**src/verilog/sal_consts.vh**
```
`ifndef SAL_CONSTS_VH
`define SAL_CONSTS_VH

// Datapath widths
`define SAL_W 16
`define SAL_NIB 4
`define SAL_NSLICE 4

// Register byte offsets, decoded on the low address byte
`define SAL_ADEC_HI 7
`define SAL_OFF_AOPER 8'h00
`define SAL_OFF_BOPER 8'h04
`define SAL_OFF_CTRL 8'h08
`define SAL_OFF_STAT 8'h0c
`define SAL_OFF_SELOUT 8'h10

// Control register fields
`define SAL_CTRL_FSEL_HI 3
`define SAL_CTRL_FSEL_LO 0
`define SAL_CTRL_MODE 4
`define SAL_CTRL_CIN 5
`define SAL_CTRL_AUXN 6
`define SAL_CTRL_SAVEDN 7
`define SAL_CTRL_RSEL 8
`define SAL_CTRL_W 9

// Status register fields
`define SAL_STAT_LOEQ 16
`define SAL_STAT_HIEQ 17
`define SAL_STAT_COUT 18

// Reset values: function select lines and active-low requests idle high
`define SAL_CTRL_RST 9'h0cf
`define SAL_WORD_RST 16'h0000
`define SAL_HTRANS_NONSEQ_BIT 1
`define SAL_HRESP_OKAY 1'b0

`endif

```
**src/verilog/sal_slice.v**
```verilog
`timescale 1ns/10ps
`default_nettype none
// One 4-bit function slice with group generate/propagate for look-ahead
module sal_slice (
	input wire [3:0] opA,
	input wire [3:0] opB,
	input wire [3:0] fsel,
	input wire modeLogic,
	input wire cin,
	output wire [3:0] f,
	output wire grpGen,
	output wire grpProp,
	output wire aEqB
);
	wire [3:0] t;
	wire [3:0] u;
	wire [3:0] g;
	wire [3:0] p;
	wire [3:0] c;

	// Operand terms: arithmetic result is t plus u plus carry
	assign t = opA | (opB & {4{fsel[0]}}) | (~opB & {4{fsel[1]}});
	assign u = (opA & ~opB & {4{fsel[2]}}) | (opA & opB & {4{fsel[3]}});
	assign g = t & u;
	assign p = t | u;

	// Internal carries inside the slice only; slices do not ripple to each other
	assign c[0] = cin;
	assign c[1] = g[0] | (p[0] & c[0]);
	assign c[2] = g[1] | (p[1] & c[1]);
	assign c[3] = g[2] | (p[2] & c[2]);

	// Logic mode drops carries from f; group generate and propagate still come out
	assign f = modeLogic ? ~(t ^ u) : (t ^ u ^ c[3:0]);
	assign grpGen = g[3] | (p[3] & g[2]) | (p[3] & p[2] & g[1]) | (p[3] & p[2] & p[1] & g[0]);
	assign grpProp = &p;

	// All ones in subtract mode means equal nibbles
	assign aEqB = &f;
endmodule // sal_slice
`default_nettype wire

```
**src/verilog/sal_top.v**
```verilog
// Design decisions made here: register access over AHB-Lite and the address map.
`timescale 1ns/10ps
`default_nettype none
`include "sal_consts.vh"
// 16-bit ALU datapath with AHB-Lite register access
module sal_top (
	input wire mclk,
	input wire rst,
	input wire hsel,
	input wire [31:0] haddr,
	input wire [1:0] htrans,
	input wire hwrite,
	input wire [2:0] hsize,
	input wire [31:0] hwdata,
	input wire hready,
	output reg hreadyout,
	output reg hresp,
	output reg [31:0] hrdata,
	input wire [15:0] busDataIn,
	output reg [15:0] aluResult,
	output reg [15:0] selectorOut,
	output reg lowByteEqual,
	output reg highByteEqual
);
	// Register file
	reg [15:0] aOperandLeg_reg;
	reg [15:0] aOperandLeg_next;
	reg [15:0] bOperandLeg_reg;
	reg [15:0] bOperandLeg_next;
	reg [8:0] ctrl_reg;
	reg [8:0] ctrl_next;
	reg carryOut_reg;
	// Bus pipeline
	reg wrPend_reg;
	reg [7:0] wrAddr_reg;
	// Pin synchroniser
	reg [15:0] busSync1_reg;
	reg [15:0] busSync2_reg;
	// Datapath
	wire [3:0] bufferedFunctionSelect;
	wire logicArithSelect;
	wire effectiveCarryIn;
	wire auxTerm;
	wire [15:0] aluOut;
	wire [3:0] sliceGen;
	wire [3:0] sliceProp;
	wire [3:0] sliceEq;
	wire [3:0] sliceCarry;
	wire groupCout;
	wire [15:0] selected;
	wire addrValid;
	wire [7:0] addrLow;
	reg [31:0] readMux;

	// Unselected bits of the address alias the map
	assign addrLow = haddr[`SAL_ADEC_HI:0];
	assign addrValid = hsel & htrans[`SAL_HTRANS_NONSEQ_BIT] & hready;

	// Active-low select lines inverted before the slices
	assign bufferedFunctionSelect = ~ctrl_reg[`SAL_CTRL_FSEL_HI:`SAL_CTRL_FSEL_LO];
	assign logicArithSelect = ctrl_reg[`SAL_CTRL_MODE];
	// NOR of two active-low requests: both asserted
	assign auxTerm = ~(ctrl_reg[`SAL_CTRL_AUXN] | ctrl_reg[`SAL_CTRL_SAVEDN]);
	assign effectiveCarryIn = ctrl_reg[`SAL_CTRL_CIN] ^ auxTerm;

	// Look-ahead carries from group terms, all from the same carry-in
	assign sliceCarry[0] = effectiveCarryIn;
	assign sliceCarry[1] = sliceGen[0] | (sliceProp[0] & effectiveCarryIn);
	assign sliceCarry[2] = sliceGen[1] | (sliceProp[1] & sliceGen[0])
		| (sliceProp[1] & sliceProp[0] & effectiveCarryIn);
	assign sliceCarry[3] = sliceGen[2] | (sliceProp[2] & sliceGen[1])
		| (sliceProp[2] & sliceProp[1] & sliceGen[0])
		| (sliceProp[2] & sliceProp[1] & sliceProp[0] & effectiveCarryIn);
	assign groupCout = sliceGen[3] | (sliceProp[3] & sliceCarry[3]);

	// Four slices, A leg first operand, B leg second
	genvar gi;
	generate
		for (gi = 0; gi < `SAL_NSLICE; gi = gi + 1) begin : gSlice
			sal_slice uSlice (
				.opA(aOperandLeg_reg[gi*`SAL_NIB +: `SAL_NIB]),
				.opB(bOperandLeg_reg[gi*`SAL_NIB +: `SAL_NIB]),
				.fsel(bufferedFunctionSelect),
				.modeLogic(logicArithSelect),
				.cin(sliceCarry[gi]),
				.f(aluOut[gi*`SAL_NIB +: `SAL_NIB]),
				.grpGen(sliceGen[gi]),
				.grpProp(sliceProp[gi]),
				.aEqB(sliceEq[gi])
			);
		end
	endgenerate

	// Result selector: ALU on input one, synchronised bus data on input two
	assign selected = ctrl_reg[`SAL_CTRL_RSEL] ? aluOut : busSync2_reg;

	// Register write, taken in the data phase of a captured write
	always @* begin
		aOperandLeg_next = aOperandLeg_reg;
		bOperandLeg_next = bOperandLeg_reg;
		ctrl_next = ctrl_reg;
		if (wrPend_reg) begin
			case (wrAddr_reg)
				`SAL_OFF_AOPER: aOperandLeg_next = hwdata[15:0];
				`SAL_OFF_BOPER: bOperandLeg_next = hwdata[15:0];
				`SAL_OFF_CTRL: ctrl_next = hwdata[`SAL_CTRL_W-1:0];
				default: ;
			endcase
		end
	end

	// Read mux uses next values so a write then read returns fresh data
	always @* begin
		readMux = 32'h00000000;
		case (addrLow)
			`SAL_OFF_AOPER: readMux = {16'h0000, aOperandLeg_next};
			`SAL_OFF_BOPER: readMux = {16'h0000, bOperandLeg_next};
			`SAL_OFF_CTRL: readMux = {23'h000000, ctrl_next};
			`SAL_OFF_STAT: readMux = {13'h0000, carryOut_reg, highByteEqual,
				lowByteEqual, aluResult};
			`SAL_OFF_SELOUT: readMux = {16'h0000, selectorOut};
			default: readMux = 32'h00000000;
		endcase
	end

	// Bus slave: zero wait states, always OKAY
	always @(posedge mclk or posedge rst) begin
		if (rst) begin
			hreadyout <= 1'b1;
			hresp <= `SAL_HRESP_OKAY;
			hrdata <= 32'h00000000;
			wrPend_reg <= 1'b0;
			wrAddr_reg <= 8'h00;
		end else begin
			hreadyout <= 1'b1;
			hresp <= `SAL_HRESP_OKAY;
			wrPend_reg <= addrValid & hwrite;
			if (addrValid) begin
				wrAddr_reg <= addrLow;
			end
			if (addrValid & ~hwrite) begin
				hrdata <= readMux;
			end
		end
	end

	// Register file update
	always @(posedge mclk or posedge rst) begin
		if (rst) begin
			aOperandLeg_reg <= `SAL_WORD_RST;
			bOperandLeg_reg <= `SAL_WORD_RST;
			ctrl_reg <= `SAL_CTRL_RST;
		end else begin
			aOperandLeg_reg <= aOperandLeg_next;
			bOperandLeg_reg <= bOperandLeg_next;
			ctrl_reg <= ctrl_next;
		end
	end

	// External data pins cross in through two flops
	always @(posedge mclk or posedge rst) begin
		if (rst) begin
			busSync1_reg <= `SAL_WORD_RST;
			busSync2_reg <= `SAL_WORD_RST;
		end else begin
			busSync1_reg <= busDataIn;
			busSync2_reg <= busSync1_reg;
		end
	end

	// Downstream capture one edge after operands settle
	always @(posedge mclk or posedge rst) begin
		if (rst) begin
			aluResult <= `SAL_WORD_RST;
			selectorOut <= `SAL_WORD_RST;
			lowByteEqual <= 1'b0;
			highByteEqual <= 1'b0;
			carryOut_reg <= 1'b0;
		end else begin
			aluResult <= aluOut;
			selectorOut <= selected;
			lowByteEqual <= sliceEq[0] & sliceEq[1];
			highByteEqual <= sliceEq[2] & sliceEq[3];
			carryOut_reg <= groupCout;
		end
	end
endmodule // sal_top
`default_nettype wire

```
**config.mk**
```make
export PLATFORM = sky130hd
export DESIGN_NAME = sal_top
export DESIGN_NICKNAME = d
export VERILOG_FILES = /design/src/verilog/sal_slice.v /design/src/verilog/sal_top.v
export VERILOG_INCLUDE_DIRS = /design/src /design/src/verilog
export SDC_FILE = /design/constraint.sdc
export NUM_CORES = 1
export LEC_CHECK = 0
export BUFFER_PORTS_ARGS = -buffer_cell sky130_fd_sc_hd__clkbuf_2
export CORE_MARGIN = 1.5
export CORE_UTILIZATION = 29
export CTS_CLUSTER_DIAMETER = 100
export DETAILED_ROUTE_END_ITERATION = 16
export PLACE_DENSITY_LB_ADDON = 0.12
export SYNTH_ARGS = -nofsm -noshare
export SYNTH_HDL_FRONTEND = slang
export SYNTH_SLANG_ARGS = --single-unit
```
**constraint.sdc**
```tcl
create_clock -name mclk -period 5.5 [get_ports mclk]
set_input_delay 0.825 -clock mclk [delete_from_list [all_inputs] [get_ports mclk]]
set_output_delay 0.825 -clock mclk [all_outputs]
set_load 0.01 [all_outputs]
```
---- Word-level counts from Yosys, hierarchy flattened ----
Index checks and enable logic that the tools add are counted.
operators by class
  eq/ne operators ......................... 6
  multiplexer cells ....................... 12
  bitwise gates (word level) .............. 144
  reduce and logical (&&, ||, !) cells .... 10
operator list
  kind                                                              count
  4-bit bitwise AND                                                 28
  19-bit case mux with 5 select lines                               1
  16-bit 2-to-1 mux                                                 5
  4-bit OR                                                          16
  1-bit bitwise AND                                                 48
  4-bit NOT                                                         9
  1-bit OR                                                          32
  4-bit AND reduction                                               8
  4-bit XOR                                                         8
  8-bit by 4-bit == test with 1-bit output (second input constant)  3
  9-bit 2-to-1 mux                                                  2
  8-bit by 3-bit == test with 1-bit output (second input constant)  2
  8-bit logical NOT                                                 2
  4-bit 2-to-1 mux                                                  4
  8-bit by 5-bit == test with 1-bit output (second input constant)  1
  1-bit NOT                                                         2
  1-bit XOR                                                         1
storage, ports and cells
  register bits after elaboration ......... 149
  input port bits ......................... 90
  word-level logic and storage cells ...... 185

---- Depth between registers and ports, before layout ----
  word-level depth ........................ 23
  mapped depth ............................ 20
  mapped depth without buffers ............ 18

---- Cells and area by module ----
Synthesis repeated with hierarchy kept, for this count alone.
unflattened totals
  cells, all modules ...................... 558
  area total of the unflattened synthesis .. 6872.8 µm²
modules (own cells, without submodules)
  module     times used  cells each  area each (µm²)
  sal_top    1           362         5211.2
  sal_slice  4           49          415.4

---- Least setup slack after synthesis ----
OpenSTA, ideal clock, no wires.
  kind .................................... register -> register
  start ................................... reg ctrl_reg[0]
  end ..................................... reg selectorOut[15]
  data arrival time ....................... 4.240 ns
  required time ........................... 5.375 ns
  setup slack ............................. 1.136 ns
  stages on the path, launching flop included .. 19
  buffers on the path ..................... 2
  cell sequence ........................... dfstp_2 > clkbuf_1 > clkbuf_1 > mux2i_1 > or2_2 > ha_1 > nor3b_1 > or4_1 > a21o_1 > a21oi_1 > o21ai_0 > fa_1 > inv_1 > fa_1 > inv_1 > fa_1 > nor2_1 > xnor2_1 > mux2_2
between the ends
  cells in the longest elaborated chain, start to end .. 22
  elaborated cells between the ends (all ways) .. 67
  classes of those cells .................. mux (2); bitwise (62); reduce/logical (3)
RTL lines
  element                                                            line                            RTL
  start: declaration                                                 sal_top.v:30                    reg [8:0] ctrl_reg;
  start signal: assignment                                           sal_top.v:152                   ctrl_reg <= `SAL_CTRL_RST;
  start signal: assignment                                           sal_top.v:156                   ctrl_reg <= ctrl_next;
  4-bit NOT (*)                                                      sal_top.v:60                    assign bufferedFunctionSelect = ~ctrl_reg[`SAL_CTRL_FSEL_HI:`SAL_CTRL_FSEL_LO];
  4-bit bitwise AND                                                  sal_slice.v:22                  assign t = opA | (opB & {4{fsel[0]}}) | (~opB & {4{fsel[1]}});
  4-bit OR (2 in a row)                                              sal_slice.v:22
  4-bit OR / 4-bit bitwise AND (equally long branches)               sal_slice.v:25, sal_slice.v:24
  1-bit bitwise AND                                                  sal_slice.v:35                  assign grpGen = g[3] | (p[3] & g[2]) | (p[3] & p[2] & g[1]) | (p[3] & p[2] & p[1] & g[0]);
  1-bit OR / 1-bit bitwise AND (equally long branches) (2 in a row)  sal_slice.v:35
  1-bit OR                                                           sal_slice.v:35
  1-bit bitwise AND                                                  sal_top.v:71                    assign sliceCarry[3] = sliceGen[2] | (sliceProp[2] & sliceGen[1])
  (+6 left out)                                                      -
  1-bit OR                                                           sal_slice.v:30                  assign c[2] = g[1] | (p[1] & c[1]);
  1-bit bitwise AND                                                  sal_slice.v:31                  assign c[3] = g[2] | (p[2] & c[2]);
  1-bit OR                                                           sal_slice.v:31
  4-bit XOR                                                          sal_slice.v:34                  assign f = modeLogic ? ~(t ^ u) : (t ^ u ^ c[3:0]);
  4-bit 2-to-1 mux (*)                                               sal_slice.v:34
  net aluOut[15]                                                     sal_top.v:44                    wire [15:0] aluOut;
  16-bit 2-to-1 mux (*)                                              sal_top.v:95                    assign selected = ctrl_reg[`SAL_CTRL_RSEL] ? aluOut : busSync2_reg;
  net selected[15]                                                   sal_top.v:50                    wire [15:0] selected;
  end signal: assignment                                             sal_top.v:175                   selectorOut <= `SAL_WORD_RST;
  end signal: assignment                                             sal_top.v:181                   selectorOut <= selected;
  end: declaration                                                   sal_top.v:21                    output reg [15:0] selectorOut,
The timed path passes the listed nets; every way through them passes the cells marked *.
A chain may end at the register's enable or synchronous reset.

---- Final worst setup path ----
  start ................................... reg ctrl_reg[1]
  end ..................................... reg highByteEqual
between the ends
  elaborated cells between the ends (all ways) .. 80
  classes of those cells .................. mux (2); bitwise (73); reduce/logical (5)
RTL lines
  element                                                            line                            RTL
  4-bit NOT (*)                                                      sal_top.v:60
  4-bit bitwise AND                                                  sal_slice.v:22
  4-bit OR                                                           sal_slice.v:22
  4-bit OR / 4-bit bitwise AND (equally long branches)               sal_slice.v:25, sal_slice.v:24
  1-bit bitwise AND                                                  sal_slice.v:35
  1-bit OR / 1-bit bitwise AND (equally long branches) (2 in a row)  sal_slice.v:35
  1-bit OR                                                           sal_slice.v:35
  1-bit bitwise AND                                                  sal_top.v:71
  (+4 left out)                                                      -
  1-bit OR                                                           sal_slice.v:29                  assign c[1] = g[0] | (p[0] & c[0]);
  1-bit bitwise AND                                                  sal_slice.v:30
  1-bit OR                                                           sal_slice.v:30
  4-bit XOR                                                          sal_slice.v:34
  4-bit 2-to-1 mux (*)                                               sal_slice.v:34
  net aluOut[14]                                                     sal_top.v:44
  4-bit AND reduction (*)                                            sal_slice.v:39                  assign aEqB = &f;
  1-bit bitwise AND (*)                                              sal_top.v:183                   highByteEqual <= sliceEq[2] & sliceEq[3];
  end signal: assignment                                             sal_top.v:183
  end: declaration                                                   sal_top.v:23                    output reg highByteEqual
Marked as above.

==> reports/metrics.yaml <==
status: "complete, no violations"
yosys_warnings: 0
max_freq_ghz: 0.209
cts-buffers-inserted: 17
yosysTopAreaCell: "dfrtp_1"
tritoncts: "built"
clk_pin_slew_ps: 70
grt_pass1_wl_mm: 30.9
post_cts_resized: 0
path_class: "register to register"
synth_top_area_share_pct: 46.4
hold_class: "register to register"
cts.sinks: 136
tns_ps: 0
maxCapViolCount: 0
worstMarginPinSlew_ps: 1100
rsz0062_at_grt: "false"
hold_viol_final: 0
top_register: "hrdata"
power_mw: 2.69
start_util_pct: 29.7
io_buffers: 98
vdd_ir_drop_max_mv: 0.172
core-area_um2: 23600
synth_area_leaders: "dfrtp_1, mux2_2, mux2i_1, ha_1, fa_1"
netlist_instances: 601
place.gp.congestion: 0.816
final_util_pct: 35.3
grt_remaining_overflow: 0
relSlewSlack_pct: 26.4
grt_usage_pct: 16.9
drc_errors: 0
pre_cts_ws_ps: 691
routed_via_density: 4.67
ys_seq_elements: 136
cts_hold_buf: 0
synthToLayoutAreaGrowth_pct: 18.8
grt_pass1_vias: 5152
antenna_found_initial: 0
cp.required_ps: 5850
reg2reg_depth: 18
hold_depth: 0
first_pass_iters: 5
powerDensity_nw_per_um2: 323
antenna_cells: 0
synth-main-ff-cell: "dfrtp_1"
fin_ws_ps: 723
num_rows: 56
via_count: 4794
p_leak_nw: 3.96
cp-end-kind: "register"
ios: 158
grt_max_degree: 77
ys_top_cells_by_count: "dfrtp_1, inv_1, mux2_2"
cts-root-buf: "clkbuf_16"
avgSynthCellArea_um2: 11.7
setup_violations: 0
post-route-cell-area_um2: 8330
finalNetCount: 829
arrival_ps: 5130
ant_nets: 0
largest_reg_flops: 19
min_period_ps: 4780
worstPathMaxFanout: 17
drt_iter0_drc: 231
cts_buffer_depth: 2
wl_per_cell_um: 19.2
yosysUniqueCellTypes: 54
ys_async_sr_fraction_pct: 100
insertion_delay_ps: 430
layout-drive-gt1-share_pct: 30.4
die_h_um: 159
ys_seq_area_share_pct: 48.6
skew_ps: 24.1
final.period_utilization_pct: 86.8
die_w_um: 159
start_kind: "register"
wl_mm: 19.7
place_hpwl_mm: 13.7
finalMaxSlewViolations: 0
die_area_um2: 25100
cts_setup_buffers: 0
synth_area_um2: 7010
yosysMostFrequentCell: "dfrtp_1"
synth_enable_flop_cells: 0
place_area_um2: 7760
h-tree-depth: 4
cell families (layout without fill, tap and decap cells):
group,after synthesis,count (layout),synth area share [%]
buf+inv,91,185,5.96
fa+ha+maj,44,44,9.13
xor+xnor,5,5,0.624
other cells,2,15,0.107
mux,99,99,15.5
simple gates,150,150,12.1
compound gates,74,74,7.89
flops,136,136,48.6
cell usage in the layout, fill, tap and decap left out, types with 9 or more instances in the layout:
master | synthesis | layout
a221oi_1 | 9 | 9
ha_1 | 32 | 32
mux2i_1 | 43 | 43
nor2b_1 | 9 | 9
nand2_1 | 37 | 37
dfrtp_1 | 130 | 130
conb_1 | 2 | 15
mux2_2 | 48 | 48
a22o_1 | 14 | 14
a31oi_1 | 12 | 12
nand2b_1 | 11 | 11
and2_1 | 22 | 22
nand3_1 | 13 | 13
clkbuf_2 | 0 | 98
clkbuf_16 | 0 | 17
fa_1 | 12 | 12
a21oi_1 | 15 | 15
or2_2 | 13 | 13
inv_1 | 50 | 49
nor2_1 | 17 | 17
worst paths after layout:
path	from	to	slack (ps)
min reg2reg	busSync1_reg[11]$_DFF_PP0_	busSync2_reg[11]$_DFF_PP0_	340
max reg2reg	ctrl_reg[1]$_DFF_PP1_	highByteEqual$_DFF_PP0_	720
min in group asynchronous	rst	busSync1_reg[4]$_DFF_PP0_	500
min	busSync1_reg[11]$_DFF_PP0_	busSync2_reg[11]$_DFF_PP0_	340
max	ctrl_reg[1]$_DFF_PP1_	highByteEqual$_DFF_PP0_	720
max in group asynchronous	rst	aOperandLeg_reg[13]$_DFF_PP0_	3700
worst max-delay path: stages, from the launching register on:
cell and delay, ps:
dfstp_2 820, mux2i_1 120, or2_2 300, inv_1 90, ha_1 200, nor3b_1 60
or4_1 520, a21o_1 250, a21oi_1 190, o21ai_0 160, fa_1 450, inv_1 90
fa_1 170, inv_1 60, fa_1 540, inv_1 50, mux2i_1 390, nand4_1 130
nor2_1 110
stage by stage:
stage,std cells,hold WS (ps)
3_5_place_dp,995,335
2_1_floorplan,614,331
3_3_place_gp,995,332
4_1_cts,1027,347
6_report,1027,342
5_1_grt,1027,352
per-layer routing:
| metal | GRT usage, % | part of all wire (%) |
|---|---|---|
| met5 | 0 | 0 |
| met4 | 5.30 | 0.99 |
| met3 | 2.59 | 5.2 |
| met2 | 26.6 | 47 |
| met1 | 23.8 | 47 |
power by group:
part | internal (mW) | leakage (nW) | switching [mW]
clock network | 0.634 | 0.266 | 0.483
logic | 0.170 | 2.04 | 0.216
registers | 1.10 | 1.65 | 0.0937
layout make-up:
cell class	instances	area, um2
Tap cell	319	399
Clock inverter	14	141
Sequential cell	136	3410
Clock buffer	18	429
Multi-Input combinational cell	387	3230
Timing Repair Buffer	103	528
Inverter	50	193
Fill cell	2371	15300
(Power assumes the default switching activity.)
